**src/rtl/msc_pkg.sv**
```systemverilog
// Shared constants for the measurement mode and command control pair.
// Assumes a single 25 MHz clock shared by both ends.
package msc_pkg;
    localparam int CLK_HZ         = 25_000_000;
    localparam int SAMPLE_TIME_US = 250;
    localparam int SAMPLE_CYC     = SAMPLE_TIME_US * (CLK_HZ / 1_000_000);
    localparam int RATE_SCALE     = 1000;

    // Device register offsets.
    localparam logic [7:0] REG_OSR     = 8'h36;
    localparam logic [7:0] REG_RATE    = 8'h37;
    localparam logic [7:0] REG_EFF_OSR = 8'h38;
    localparam logic [7:0] REG_CMD     = 8'h7E;
    localparam logic [7:0] REG_PAGE    = 8'h7F;

    // Field positions and reset values.
    localparam int MODE_LSB     = 0;
    localparam int RATE_LSB     = 2;
    localparam int DEEP_DIS_BIT = 7;
    localparam int OSR_T_LSB    = 0;
    localparam int OSR_P_LSB    = 3;
    localparam int PRESS_EN_BIT = 6;
    localparam int VALID_BIT    = 7;
    localparam int PAGE_EN_BIT  = 0;
    localparam logic [7:0] RATE_RST    = 8'h70;
    localparam logic [7:0] OSR_RST     = 8'h00;
    localparam logic [2:0] OSR_DEFAULT = 3'h0;

    // Command codes.
    localparam logic [7:0] CMD_NONE     = 8'h00;
    localparam logic [7:0] CMD_NVM_1ST  = 8'h5D;
    localparam logic [7:0] CMD_NVM_WR   = 8'hA0;
    localparam logic [7:0] CMD_NVM_RD   = 8'hA5;
    localparam logic [7:0] CMD_EXT_1    = 8'h73;
    localparam logic [7:0] CMD_EXT_2    = 8'hB4;
    localparam logic [7:0] CMD_EXT_3    = 8'h69;
    localparam logic [7:0] CMD_SOFT_RST = 8'hB6;

    typedef enum logic [1:0] {
        MSC_STANDBY = 2'b00,
        MSC_NORMAL  = 2'b01,
        MSC_FORCED  = 2'b10,
        MSC_NONSTOP = 2'b11
    } msc_mode_t;

    // Normal-mode rates in millihertz, code 0 first.
    localparam int RATE_MHZ [32] = '{
        240000, 218537, 199111, 179200, 160000, 149333, 140000, 129855,
        120000, 110164, 100299, 89600, 80000, 70000, 60000, 50056,
        45025, 40000, 35000, 30000, 25005, 20000, 15000, 10000,
        5000, 4000, 3000, 2000, 1000, 500, 250, 125};

    // Host controller APB map and fields.
    localparam logic [7:0] HOST_CMD    = 8'h00;
    localparam logic [7:0] HOST_STAT   = 8'h04;
    localparam logic [7:0] HOST_INT_ST = 8'h08;
    localparam logic [7:0] HOST_INT_MK = 8'h0C;
    localparam int H_WDATA_LSB = 8;
    localparam int H_WRITE_BIT = 16;
    localparam int H_BUSY_BIT  = 8;
    localparam int H_ERR_BIT   = 9;
    localparam int INT_DONE    = 0;
    localparam int INT_ERR     = 1;
endpackage : msc_pkg

```
**src/rtl/msc_link_if.sv**
```systemverilog
// Register link between the host controller and the sensor control logic.
// Both ends run on the same clock; req is held until ack or nack.
`timescale 1ns/1ps
`default_nettype none
interface msc_link_if;
    logic       req;
    logic       we;
    logic [7:0] addr;
    logic [7:0] wdata;
    logic [7:0] rdata;
    logic       ack;
    logic       nack;

    modport dev  (input req, we, addr, wdata, output rdata, ack, nack);
    modport host (output req, we, addr, wdata, input rdata, ack, nack);
endinterface : msc_link_if
`default_nettype wire

```
**src/rtl/msc_rate_timer.sv**
```systemverilog
// Normal-mode timebase and rate/oversampling compatibility check.
// Assumes the rate and oversampling inputs come from registers.
`timescale 1ns/1ps
`default_nettype none
module msc_rate_timer import msc_pkg::*; #(
    parameter int CLK_HZ_P  = CLK_HZ,
    parameter int SAMPLE_P  = SAMPLE_CYC
) (
    // Clock and reset
    input  wire logic       clock_in,
    input  wire logic       sys_rst_in,
    // Configuration
    input  wire logic       run_in,
    input  wire logic [4:0] odr_in,
    input  wire logic [2:0] osr_t_in,
    input  wire logic [2:0] osr_p_in,
    input  wire logic       press_en_in,
    // Results
    output logic            tick_out,
    output logic            valid_out
);
    logic [31:0] period_tab [32];
    logic [31:0] cnt_q;
    logic [31:0] period;
    logic [63:0] cost;

    for (genvar g = 0; g < 32; g++) begin : g_tab
        assign period_tab[g] = 32'(64'(CLK_HZ_P) * RATE_SCALE / RATE_MHZ[g]);
    end

    assign period = period_tab[odr_in];
    // Each sample costs a fixed conversion time; OSR codes double it.
    assign cost = 64'((32'h1 << osr_t_in) + (press_en_in ? (32'h1 << osr_p_in) : 32'h0))
                  * 64'(SAMPLE_P);
    assign valid_out = (cost <= 64'(period));

    always_ff @(posedge clock_in) begin
        if (sys_rst_in || !run_in) begin
            cnt_q    <= 32'h0;
            tick_out <= 1'b0;
        end else if (cnt_q >= period - 32'h1) begin
            cnt_q    <= 32'h0;
            tick_out <= 1'b1;
        end else begin
            cnt_q    <= cnt_q + 32'h1;
            tick_out <= 1'b0;
        end
    end
endmodule : msc_rate_timer
`default_nettype wire

```
**src/rtl/msc_dev_end.sv**
```systemverilog
// Sensor side: mode control, rate check and command decoder.
// Assumes the host holds req until it sees ack or nack; the measurement
// engine pulses meas_done_in once per started measurement.
//
// Local design decision: the register link port.
`timescale 1ns/1ps
`default_nettype none
// Operation
// - mode write requests, read returns actual mode
// - modes standby, normal, forced, non-stop
// - forced completion returns mode to standby
// - five-bit rate code selects 32 rates
// - invalid combination falls back to default oversampling
// - validity flag recomputed on every change
// - effective oversampling reported in status register
// - oversampling codes are powers of two
// - deep standby off while bit set
// - command register reads zero
// - 5D then A0 enables memory programming
// - 5D then A5 enables memory read
// - wrong code abandons partial sequence
// - 73, B4, 69 enters extended mode
// - B6 soft reset restores defaults
// - soft reset write is not acknowledged
module msc_dev_end import msc_pkg::*; #(
    parameter int CLK_HZ_P = CLK_HZ,
    parameter int SAMPLE_P = SAMPLE_CYC
) (
    // Clock and reset
    input  wire logic   clock_in,
    input  wire logic   sys_rst_in,
    // Register link
    msc_link_if.dev     link,
    // Measurement engine
    input  wire logic   meas_done_in,
    output logic        meas_start_out,
    output logic        conv_busy_out,
    // Device state
    output logic        deep_stby_en_out,
    output logic        nvm_prog_en_out,
    output logic        nvm_read_en_out,
    output logic        extended_page_select_out,
    output logic        soft_reset_out
);
    msc_mode_t   mode_q, mode_d;
    logic [4:0]  odr_q;
    logic        deep_dis_q;
    logic [7:0]  osr_q;
    logic [7:0]  eff_osr_q;
    logic        busy_q;
    logic        start_d;
    logic        nvm_step_q;
    logic [1:0]  ext_step_q;
    logic        ack_q, nack_q;
    logic [7:0]  rdata_q;
    logic        tick, valid;

    // Decode.
    wire       take     = link.req & ~ack_q & ~nack_q;
    wire       wr       = take & link.we;
    wire [7:0] code     = link.wdata;
    wire       wr_rate  = wr & (link.addr == REG_RATE);
    wire       wr_osr   = wr & (link.addr == REG_OSR);
    wire       wr_cmd   = wr & (link.addr == REG_CMD);
    wire       wr_page  = wr & (link.addr == REG_PAGE);
    wire       srst     = wr_cmd & (code == CMD_SOFT_RST);
    wire       cfg_rst  = sys_rst_in | srst;
    wire [2:0] osr_t    = osr_q[OSR_T_LSB +: 3];
    wire [2:0] osr_p    = osr_q[OSR_P_LSB +: 3];
    wire       press_en = osr_q[PRESS_EN_BIT];
    wire [1:0] mode_req = code[MODE_LSB +: 2];
    wire [7:0] rate_rd  = {deep_dis_q, odr_q, mode_q};
    wire [7:0] page_rd  = {7'h0, extended_page_select_out};
    wire [7:0] rd_mux   = (link.addr == REG_RATE)    ? rate_rd   :
                          (link.addr == REG_OSR)     ? osr_q     :
                          (link.addr == REG_EFF_OSR) ? eff_osr_q :
                          (link.addr == REG_PAGE)    ? page_rd   :
                          8'h00;
    // Fallback keeps measurements going at the chosen rate.
    wire [7:0] eff_d    = valid ? {valid, 1'b0, osr_p, osr_t}
                                : {1'b0, 1'b0, OSR_DEFAULT, OSR_DEFAULT};

    msc_rate_timer #(
        .CLK_HZ_P (CLK_HZ_P),
        .SAMPLE_P (SAMPLE_P)
    ) u_timer (
        .clock_in    (clock_in),
        .sys_rst_in  (cfg_rst),
        .run_in      (mode_q == MSC_NORMAL),
        .odr_in      (odr_q),
        .osr_t_in    (osr_t),
        .osr_p_in    (osr_p),
        .press_en_in (press_en),
        .tick_out    (tick),
        .valid_out   (valid)
    );

    // Mode sequencing; a host mode write overrides the hardware step.
    always_comb begin
        mode_d  = mode_q;
        start_d = 1'b0;
        case (mode_q)
            MSC_STANDBY: begin
                mode_d = MSC_STANDBY;
            end
            MSC_NORMAL: begin
                start_d = tick & ~busy_q;
            end
            MSC_FORCED: begin
                if (busy_q && meas_done_in) begin
                    mode_d = MSC_STANDBY;
                end else if (!busy_q && !meas_start_out) begin
                    start_d = 1'b1;
                end
            end
            MSC_NONSTOP: begin
                start_d = ~busy_q;
            end
            default: begin
                mode_d = MSC_STANDBY;
            end
        endcase
        if (wr_rate) begin
            mode_d = msc_mode_t'(mode_req);
        end
    end

    always_ff @(posedge clock_in) begin
        if (cfg_rst) begin
            mode_q     <= msc_mode_t'(RATE_RST[MODE_LSB +: 2]);
            odr_q      <= RATE_RST[RATE_LSB +: 5];
            deep_dis_q <= RATE_RST[DEEP_DIS_BIT];
            osr_q      <= OSR_RST;
        end else begin
            mode_q <= mode_d;
            if (wr_rate) begin
                odr_q <= code[RATE_LSB +: 5];
            end
            // A conversion in flight keeps its deep standby setting.
            if (wr_rate && !busy_q) begin
                deep_dis_q <= code[DEEP_DIS_BIT];
            end
            if (wr_osr) begin
                osr_q <= {1'b0, code[6:0]};
            end
        end
    end

    always_ff @(posedge clock_in) begin
        if (cfg_rst) begin
            busy_q           <= 1'b0;
            meas_start_out   <= 1'b0;
            eff_osr_q        <= 8'h00;
            deep_stby_en_out <= 1'b0;
        end else begin
            busy_q           <= start_d | (busy_q & ~meas_done_in);
            meas_start_out   <= start_d;
            eff_osr_q        <= eff_d;
            deep_stby_en_out <= (mode_q == MSC_STANDBY) & ~deep_dis_q & ~busy_q;
        end
    end

    // Unlock sequences; any other code restarts them from the first step.
    always_ff @(posedge clock_in) begin
        if (cfg_rst) begin
            nvm_step_q      <= 1'b0;
            ext_step_q      <= 2'h0;
            nvm_prog_en_out <= 1'b0;
            nvm_read_en_out <= 1'b0;
            extended_page_select_out <= 1'b0;
        end else begin
            if (wr_cmd) begin
                nvm_step_q <= (code == CMD_NVM_1ST);
                if (nvm_step_q && code == CMD_NVM_WR) begin
                    nvm_prog_en_out <= 1'b1;
                end
                if (nvm_step_q && code == CMD_NVM_RD) begin
                    nvm_read_en_out <= 1'b1;
                end
                if (code == CMD_EXT_1) begin
                    ext_step_q <= 2'h1;
                end else if (ext_step_q == 2'h1 && code == CMD_EXT_2) begin
                    ext_step_q <= 2'h2;
                end else begin
                    ext_step_q <= 2'h0;
                end
                if (ext_step_q == 2'h2 && code == CMD_EXT_3) begin
                    extended_page_select_out <= 1'b1;
                end
            end
            if (wr_page && !code[PAGE_EN_BIT]) begin
                extended_page_select_out <= 1'b0;
            end
        end
    end

    // Link answers one cycle after the request is taken.
    always_ff @(posedge clock_in) begin
        if (sys_rst_in) begin
            ack_q          <= 1'b0;
            nack_q         <= 1'b0;
            rdata_q        <= 8'h00;
            soft_reset_out <= 1'b0;
            conv_busy_out  <= 1'b0;
        end else begin
            ack_q          <= take & ~srst;
            nack_q         <= srst;
            rdata_q        <= (take && !link.we) ? rd_mux : 8'h00;
            soft_reset_out <= srst;
            conv_busy_out  <= busy_q & ~srst;
        end
    end

    assign link.ack   = ack_q;
    assign link.nack  = nack_q;
    assign link.rdata = rdata_q;
endmodule : msc_dev_end
`default_nettype wire

```
**src/flat_wrapper.sv**
```systemverilog
// flat-port wrapper written by rule: the top's interface ports become plain ports
module msc_dev_end_flat import msc_pkg::*;
#(
    parameter int CLK_HZ_P = CLK_HZ,
    parameter int SAMPLE_P = SAMPLE_CYC
)
  (clock_in, sys_rst_in, meas_done_in, meas_start_out, conv_busy_out, deep_stby_en_out, nvm_prog_en_out, nvm_read_en_out, extended_page_select_out, soft_reset_out, link_req, link_we, link_addr, link_wdata, link_rdata, link_ack, link_nack);
  msc_link_if link_i ();
  input  wire logic clock_in;
  input  wire logic sys_rst_in;
  input  wire logic meas_done_in;
  output logic meas_start_out;
  output logic conv_busy_out;
  output logic deep_stby_en_out;
  output logic nvm_prog_en_out;
  output logic nvm_read_en_out;
  output logic extended_page_select_out;
  output logic soft_reset_out;
  input wire logic [$bits(link_i.req)-1:0] link_req;
  input wire logic [$bits(link_i.we)-1:0] link_we;
  input wire logic [$bits(link_i.addr)-1:0] link_addr;
  input wire logic [$bits(link_i.wdata)-1:0] link_wdata;
  output wire logic [$bits(link_i.rdata)-1:0] link_rdata;
  output wire logic [$bits(link_i.ack)-1:0] link_ack;
  output wire logic [$bits(link_i.nack)-1:0] link_nack;
  assign link_i.req = link_req;
  assign link_i.we = link_we;
  assign link_i.addr = link_addr;
  assign link_i.wdata = link_wdata;
  assign link_rdata = link_i.rdata;
  assign link_ack = link_i.ack;
  assign link_nack = link_i.nack;
  msc_dev_end #(.CLK_HZ_P(CLK_HZ_P), .SAMPLE_P(SAMPLE_P)) u_core (.clock_in(clock_in), .sys_rst_in(sys_rst_in), .link(link_i), .meas_done_in(meas_done_in), .meas_start_out(meas_start_out), .conv_busy_out(conv_busy_out), .deep_stby_en_out(deep_stby_en_out), .nvm_prog_en_out(nvm_prog_en_out), .nvm_read_en_out(nvm_read_en_out), .extended_page_select_out(extended_page_select_out), .soft_reset_out(soft_reset_out));
endmodule
```
**config.mk**
```make
export PLATFORM = sky130hd
export DESIGN_NAME = msc_dev_end_flat
export DESIGN_NICKNAME = d
export VERILOG_FILES = /design/src/rtl/msc_pkg.sv /design/src/rtl/msc_link_if.sv /design/src/rtl/msc_rate_timer.sv /design/src/rtl/msc_dev_end.sv /design/src/flat_wrapper.sv
export SDC_FILE = /design/constraint.sdc
export NUM_CORES = 1
export LEC_CHECK = 0
export ABC_AREA = 0
export CAP_MARGIN = 15
export CORE_AREA = 2 2 144 146
export DETAILED_ROUTE_END_ITERATION = 12
export DIE_AREA = 0 0 146 148
export DONT_BUFFER_PORTS = 1
export GPL_ROUTABILITY_DRIVEN = 0
export HOLD_SLACK_MARGIN = 0.02
export PLACE_DENSITY_LB_ADDON = 0.1
export SLEW_MARGIN = 20
export SYNTH_ARGS = -nofsm -noshare
export SYNTH_HDL_FRONTEND = slang
export SYNTH_SLANG_ARGS = --single-unit
```
**constraint.sdc**
```tcl
create_clock -name clock_in -period 16.27 [get_ports clock_in]
set_input_delay 1.627 -clock clock_in [delete_from_list [all_inputs] [get_ports clock_in]]
set_output_delay 1.627 -clock clock_in [all_outputs]
set_load 0.01 [all_outputs]
```
==> metrics.md, run 1 <==
| Metric | Value |
|---|---|
| Endpoint class of the critical path | flop |
| CP max-delay cell | fa_1 |
| Flop pwr share | approximately 48% |
| Peak supply drop | around 55 uV |
| Placed instance area | around 9000 um2 |
| Rel. slew slack | between 30 and 40% |
| Final ANT Viol Nets | 0 |
| DR pass1 iterations | 5 |
| Mapped Cells | about 1,000 |
| Core ar. | 20,000 um2 |
| Internal power | between 0.2 and 0.3 mW |
| Routed via count | 6,902 |
| Top-count cell post-synth | ha_1 |
| Average cell area after synthesis | 8.68 um2 |
| Synthesis-to-layout area growth | 3.94% |
| Iteration-0 DRC Markers | roughly 380 |
| Largest net degree at the start of global routing | 54 |
| Worst slew pin tran | 0.996 ns |
| XOR/XNOR share of the synthesized area | 6.34% |
| Seq/Total Area, Yosys | roughly 17% |
| Buffers on Ports | 0 |
| Max-cap violations | 0 |
| Sw Share | 23.9% |
| Max clock buf depth | 2 |
| Comb power frac | about 1.9% |
| Synth Flop Type | dfxtp_1 |
| FF-to-FF path depth | 30 |
| Startpoint types | flop |
| Post-synthesis cell area | about 8700 um2 |
| Storage cell area | around 1500 um2 |
| Post-CTS setup repair buffer count | 0 |
| Hpwl dp | 16,600 um |
| CP max stage delay | between 0.5 and 0.6 ns |
| Clock Power Share | ~50% |
| Status | finished clean |
| Die Span Y | ~150 um |
| Total congestion overflow | 0 |
| Compound-Gate Fraction of Synth Area | approximately 16% |
| CTS Root Cell | clkbuf_16 |
| Layout filler cell count | between 2,000 and 2,500 |
| CTS Buf Count | 9 |
| Largest cells by area after synthesis | ha_1 22%, dfxtp_1 17%, fa_1 4.1%, nor2_1 3.7%, nor3_2 3.6% |
| Final Setup Violations | 0 |
| Insertion delay to the later sink of the worst-skew pair | 0.35 ns |
| CTS-repair resized insts | 0 |
| Clock Skew | between 0.01 and 0.015 ns |
| Initial antenna violation count | 0 |
| Total global-route track usage | between 20% and 30% |
| Setup_tns | 0 ns |
| Leakage power | ~4.2 nW |
| Finished Cell Area | 9040 um2 |
| Vias per Instance | 5.53 |
| Crit Path Max Fanout | 7 |
| Layout cells sized above 1 | 9.70% |
| Critical Path AT | 7.60 ns |
| CTS hold repair buffers | 0 |
| Initial Utilization | 43.4% |
| Most frequent CP cell | ha_1 |
| Async S/R FF share, synth | 0% |
| Adder-Cell Fraction of Synth Area | a little over a quarter |
| Final Hold Fails | 0 |
| Post-layout min period | about 7.3 ns |
| Post-Route WL | 21,100 um |
| Layout net count | approximately 1,200 |
| Routed length per instance | roughly 17 um |
| Final Max Tran Viols | 0 |
| Clk sinks | 75 |
| Synth unique cells | 96 |
| Post-synthesis mux area share | 3.61% |
| Period utilization | between 40 and 50% |
| Diode count | 0 |
| Total I/O pin count | 38 |
| Pwr/cell area | 42.5 nW/um2 |
| RSZ-0062 raised after global routing | false |
| Die width | 146 um |
| Fmax | about 0.14 GHz |
| Rows | 52 |
| Synth Area in Simple Gates | a little under a quarter |
| Tightest Hold Check Type | reg -> reg |
| Hold path endpoint | u_core.deep_stby_en_out |
| Synth top area share | between 20% and 30% |
| CTS tree | yes |
| Worst Path Required | approximately 17 ns |
| Final core occ | around 45% |
| Die area | ~22,000 um2 |
| Cell taking the most area after synthesis | ha_1 |
| Residual DRC | 0 |
| Register bit total from synthesis | 75 |
| First-pass GRT wire length | around 35,000 um |
| EDFF count, synth | 0 |
| Largest family of logic cells by synthesized area | adder cells |
| Multi-input gate area | ~6600 um2 |
| Crit path kind | reg -> reg |
| Worst R2R Start | u_core.osr_q[3] |
| Hold_sp | u_core.deep_dis_q |
| Synth warn | 0 |
| Vias in the first global route | about 6,700 |
| CTS clk-pin slew, worst paths | about 0.07 ns |
| Hold Path Stages | 1 |
| Reg2reg setup slack | 8.94 ns |
| Most common library cells after synthesis | 153 x ha_1, 85 x nor2_1, 76 x inv_1 |
| Reg-to-reg critical path endpoint | u_core.eff_osr_q[3] |
| CTS H-tree depth | 3 |
| Switching power of the nets | just over 0.09 mW |
## power by group through the flow
stage / clock network [mW] / logic, mW / registers, mW
after floorplan: 0 / 0.00688 / 0.188
after global placement: 0 / 0.00757 / 0.189
after detailed placement: 0 / 0.00749 / 0.189
after CTS: 0.198 / 0.00750 / 0.184
after global routing: 0.204 / 0.00835 / 0.184
final: 0.192 / 0.00745 / 0.184
## critical path: cells and delay by family (launching register included)
kind            cells  cell delay, ns
fa+ha+maj           8            2.66
compound gates     11            2.49
simple gates        6            1.12
xor+xnor            2            0.45
flops               1            0.38
buf+inv             3            0.16
## metal layers
| layer | global-route usage [%] | wire length [um] |
|---|---|---|
| met1 | 27.0 | 10100 |
| met2 | 32.5 | 9530 |
| met3 | 3.46 | 831 |
| met4 | 6.75 | 612 |
| met5 | 0 | 0 |
## metrics by stage
step	worst slack, ns	power [mW]	hold WS [ns]	instances
after global routing	8.35	0.397	0.505	1249
final	8.94	0.384	0.487	1249
after CTS	8.90	0.390	0.489	1249
after detailed placement	8.95	0.196	0.468	1233
after floorplan	9.51	0.195	0.419	1005
after global placement	9.01	0.196	0.461	1233
## logic make-up after synthesis
logic type	Yosys count
AO/OA/AOI/OAI	192
other	1
AND/OR/NAND/NOR	350
flip-flops	75
adder cells (fa/ha/maj)	171
XOR/XNOR	63
buffers and inverters	125
multiplexers	25
## worst max path at each step
stage | cells after the start | end | startpoint
after detailed placement | 30 | u_core.eff_osr_q[3] | u_core.osr_q[3]
after global routing | 30 | u_core.eff_osr_q[1] | u_core.osr_q[1]
final | 30 | u_core.eff_osr_q[3] | u_core.osr_q[3]
after floorplan | 30 | u_core.eff_osr_q[0] | u_core.osr_q[3]
after global placement | 30 | u_core.eff_osr_q[7] | u_core.osr_q[3]
after CTS | 30 | u_core.eff_osr_q[3] | u_core.osr_q[3]
## cell usage in the layout (no fill, tap or decap), drive strengths merged, types with 4 or more instances in the layout
| cell | n |
|---|---|
| nor2b | 13 |
| a211oi | 4 |
| xor2 | 33 |
| nor2 | 86 |
| clkbuf | 9 |
| and4 | 4 |
| a21oi | 54 |
| ha | 153 |
| a221oi | 6 |
| a221o | 4 |
| buf | 4 |
| xnor2 | 30 |
| nand3 | 23 |
| mux2i | 19 |
| a222oi | 5 |
| conb | 4 |
| nand4 | 18 |
| nor4 | 10 |
| mux4 | 5 |
| and3 | 12 |
| a31oi | 7 |
| inv | 81 |
| nor3 | 53 |
| nand2 | 75 |
| a21o | 16 |
| dfxtp | 75 |
| o31ai | 6 |
| o211ai | 7 |
| nand2b | 18 |
| or3 | 5 |
| o21ai | 33 |
| and2 | 6 |
| o2111ai | 5 |
| o21a | 12 |
| nand3b | 5 |
| fa | 18 |
## flip-flops by register name (all words and copies together), names as in the netlist
signal                           flops
u_core.deep_dis_q                    1
u_core.busy_q                        1
u_core.eff_osr_q                     7
u_core.meas_start_out                1
u_core.conv_busy_out                 1
u_core.osr_q                         7
u_core.link.rdata                    8
u_core.nvm_prog_en_out               1
u_core.nvm_step_q                    1
u_core.ext_step_q                    2
u_core.deep_stby_en_out              1
u_core.nvm_read_en_out               1
u_core.odr_q                         5
u_core.soft_reset_out                1
u_core.mode_q                        2
u_core.link.ack                      1
u_core.u_timer.tick_out              1
u_core.u_timer.cnt_q                32
u_core.extended_page_select_out      1
## area by class of cell
cell class / count / share of cell area (%)
Inverter: 79 / 3.43
Multi-Input combinational cell: 805 / 72.7
Tap cell: 270 / 3.74
Timing Repair Buffer: 4 / 0.332
Sequential cell: 75 / 16.6
Clock inverter: 7 / 0.650
Clock buffer: 9 / 2.49
Note: power is estimated with default switching activity, not from simulation.
==> run 2, diff against run 1 <==
- clock period: 16.27 -> 6.45 ns (I/O delays scaled with it)
==> run 2 against run 1 <==
Against the previous run:
- utilization up 5.5 points
- fmax up 10%
- global-route usage up 0.97 points
- clock power rose to 2.7 times the previous value
- die area unchanged
- clock skew up 0.00091 ns
- highest routed layer unchanged
- total power rose to 2.6 times the previous value
- routed wire length up 4.2%
- the flow now finishes with violations (negative setup slack)
- hold slack worse by 0.13 ns
==> metrics.md, run 2 (synthesis gave the netlist of run 1 again) <==
| Metric | Value |
|---|---|
| Endpoint class of the critical path | flop |
| CTS H-tree depth | 3 |
| Total I/O pin count | 38 |
| Buffers on Ports | 0 |
| CTS tree | yes |
| Setup_tns | -1.29 ns |
| First-pass GRT wire length | 36,900 um |
| Layout cells sized above 1 | between 20% and 30% |
| Fmax | about 0.15 GHz |
| Crit Path Max Fanout | 7 |
| Largest register FFs | 32 |
| Critical path origin | u_core.osr_q[6] |
| Total Power | between 1 and 1.5 mW |
| Critical Path AT | 6.94 ns |
| Routed via count | 7,246 |
| Total global-route track usage | 21.0% |
| Startpoint types | flop |
| Clk sinks | 75 |
| Layout filler cell count | roughly 2,000 |
| Pwr/cell area | about 99 nW/um2 |
| CP max-delay cell | fa_1 |
| Post-layout min period | ~6.7 ns |
| Period utilization | 103% |
| Die area | approximately 22,000 um2 |
| Most frequent cells in the layout | 143 x ha_1, 96 x buf_4, 84 x nor2_1, 72 x inv_1, 72 x nand2_1 |
| Diode count | 0 |
| Residual DRC | 0 |
| Rel. slew slack | between 30% and 40% |
| Vias in the first global route | a little over 7,000 |
| Final worst slack | -0.204 ns |
| RSZ-0062 raised after global routing | true |
| Layout net count | 1,259 |
| Clock Skew | 0.0149 ns |
| CTS clk-pin slew, worst paths | about 0.07 ns |
| Tightest Hold Check Type | in -> reg |
| Insertion delay to the later sink of the worst-skew pair | 0.36 ns |
| Leakage power | between 4 and 5 nW |
| Initial Utilization | a little over two fifths |
| CTS Root Cell | clkbuf_16 |
| Final Setup Violations | 7 |
| Iteration-0 DRC Markers | 333 |
| Synthesis-to-layout area growth | 16.5% |
| Crit path kind | reg -> reg |
| Storage cell area | between 1500 and 2000 um2 |
| Non-Filler Instances | about 1,300 |
| Largest register by flop count | u_core.u_timer.cnt_q |
| Die width | 146 um |
| Largest net degree at the start of global routing | 54 |
| Failing checks | negative setup slack |
| Hold_sp | sys_rst_in |
| Rows | 52 |
| CTS hold repair buffers | 0 |
| Die Span Y | 148 um |
| Initial antenna violation count | 0 |
| Multi-input gate area | 6950 um2 |
| Core ar. | approximately 20,000 um2 |
| CP max stage delay | about 0.48 ns |
| Peak supply drop | 108 uV |
| DR pass1 iterations | 5 |
| Total congestion overflow | 0 |
| Worst R2R Start | u_core.osr_q[6] |
| Final Hold Fails | 0 |
| DP Cell Count | 1,319 |
| Status | finished, violations left |
| Final Max Tran Viols | 0 |
| Hold slack | ~0.36 ns |
| Worst slew pin tran | 1.01 ns |
| CTS Buf Count | 9 |
| Routed length per instance | approximately 16 um |
| Hpwl dp | around 17,000 um |
| Max clock buf depth | 2 |
| Max-cap violations | 0 |
| Final ANT Viol Nets | 0 |
| Vias per Instance | about 5.4 |
| Post-Route WL | 22,000 um |
| Worst Path Required | 6.74 ns |
| Leading cell type in the layout, fill and taps excluded | ha_1 |
## run 2: changes by cell type in the layout (fill, tap and decap cells not counted), moves of 4 or more
cell,previous run,this run
a21oi_2,0,9
buf_4,4,96
inv_2,2,6
ha_1,153,143
inv_1,76,72
ha_4,0,8
a21oi_1,54,43
## run 2: power by group
part	switching (mW)	internal (mW)	total (mW)
sequential	0.00108	0.464	0.465
combinational	0.0111	0.00812	0.0192
clock	0.217	0.304	0.520
## run 2: metal layers
layer / up-vias / track usage [%] / part of all wire (%)
li1: 3714 / - / -
met1: 3377 / 27.9 / 47
met3: 30 / 3.77 / 4.0
met2: 125 / 35.2 / 47
met4: 0 / 5.68 / 1.9
met5: - / 0 / 0
## run 2: area by class of cell
class / instances / area share (%)
sequential: 75 / 14.9
clock inverter: 6 / 0.716
clock buffer: 10 / 2.26
multi-input combinational: 805 / 68.6
tap: 270 / 3.33
inverter: 79 / 3.06
timing repair buffer: 97 / 7.22
## run 2: stage by stage
step / setup slack [ns] / cell area [um2] / util, %
finish: -0.204 / 10100 / 50.6
global route: -0.498 / 10100 / 50.6
CTS: -0.158 / 10000 / 50.0
detailed placement: -0.501 / 9460 / 47.2
global placement: -0.357 / 9460 / 47.2
floorplan: 0.00976 / 8760 / -
## run 2: worst max-delay path, delay by kind of cell, from the launching register on
kind                     cells  cell delay [ns]
adder cells (fa/ha/maj)      7             2.22
flip-flops                   1             0.34
AND/OR/NAND/NOR              5             0.83
XOR/XNOR                     1             0.18
AO/OA/AOI/OAI               13             2.41
buffers and inverters        7             0.57
## run 2: what timing repair did
action,4_1_cts,5_1_grt
pin swaps,29,14
gates resized for setup,36,20
setup buffers,4,3
setup endpoints to repair,7,7
## run 2: final timing paths
| kind | end | slack, ns | cells past startpoint |
|---|---|---|---|
| setup / recovery | u_core.eff_osr_q[0] | -0.20 | 33 |
| hold reg to reg | u_core.nvm_step_q | 0.49 | 2 |
| setup reg to reg | u_core.eff_osr_q[0] | -0.20 | 33 |
| hold / removal | u_core.soft_reset_out | 0.36 | 1 |
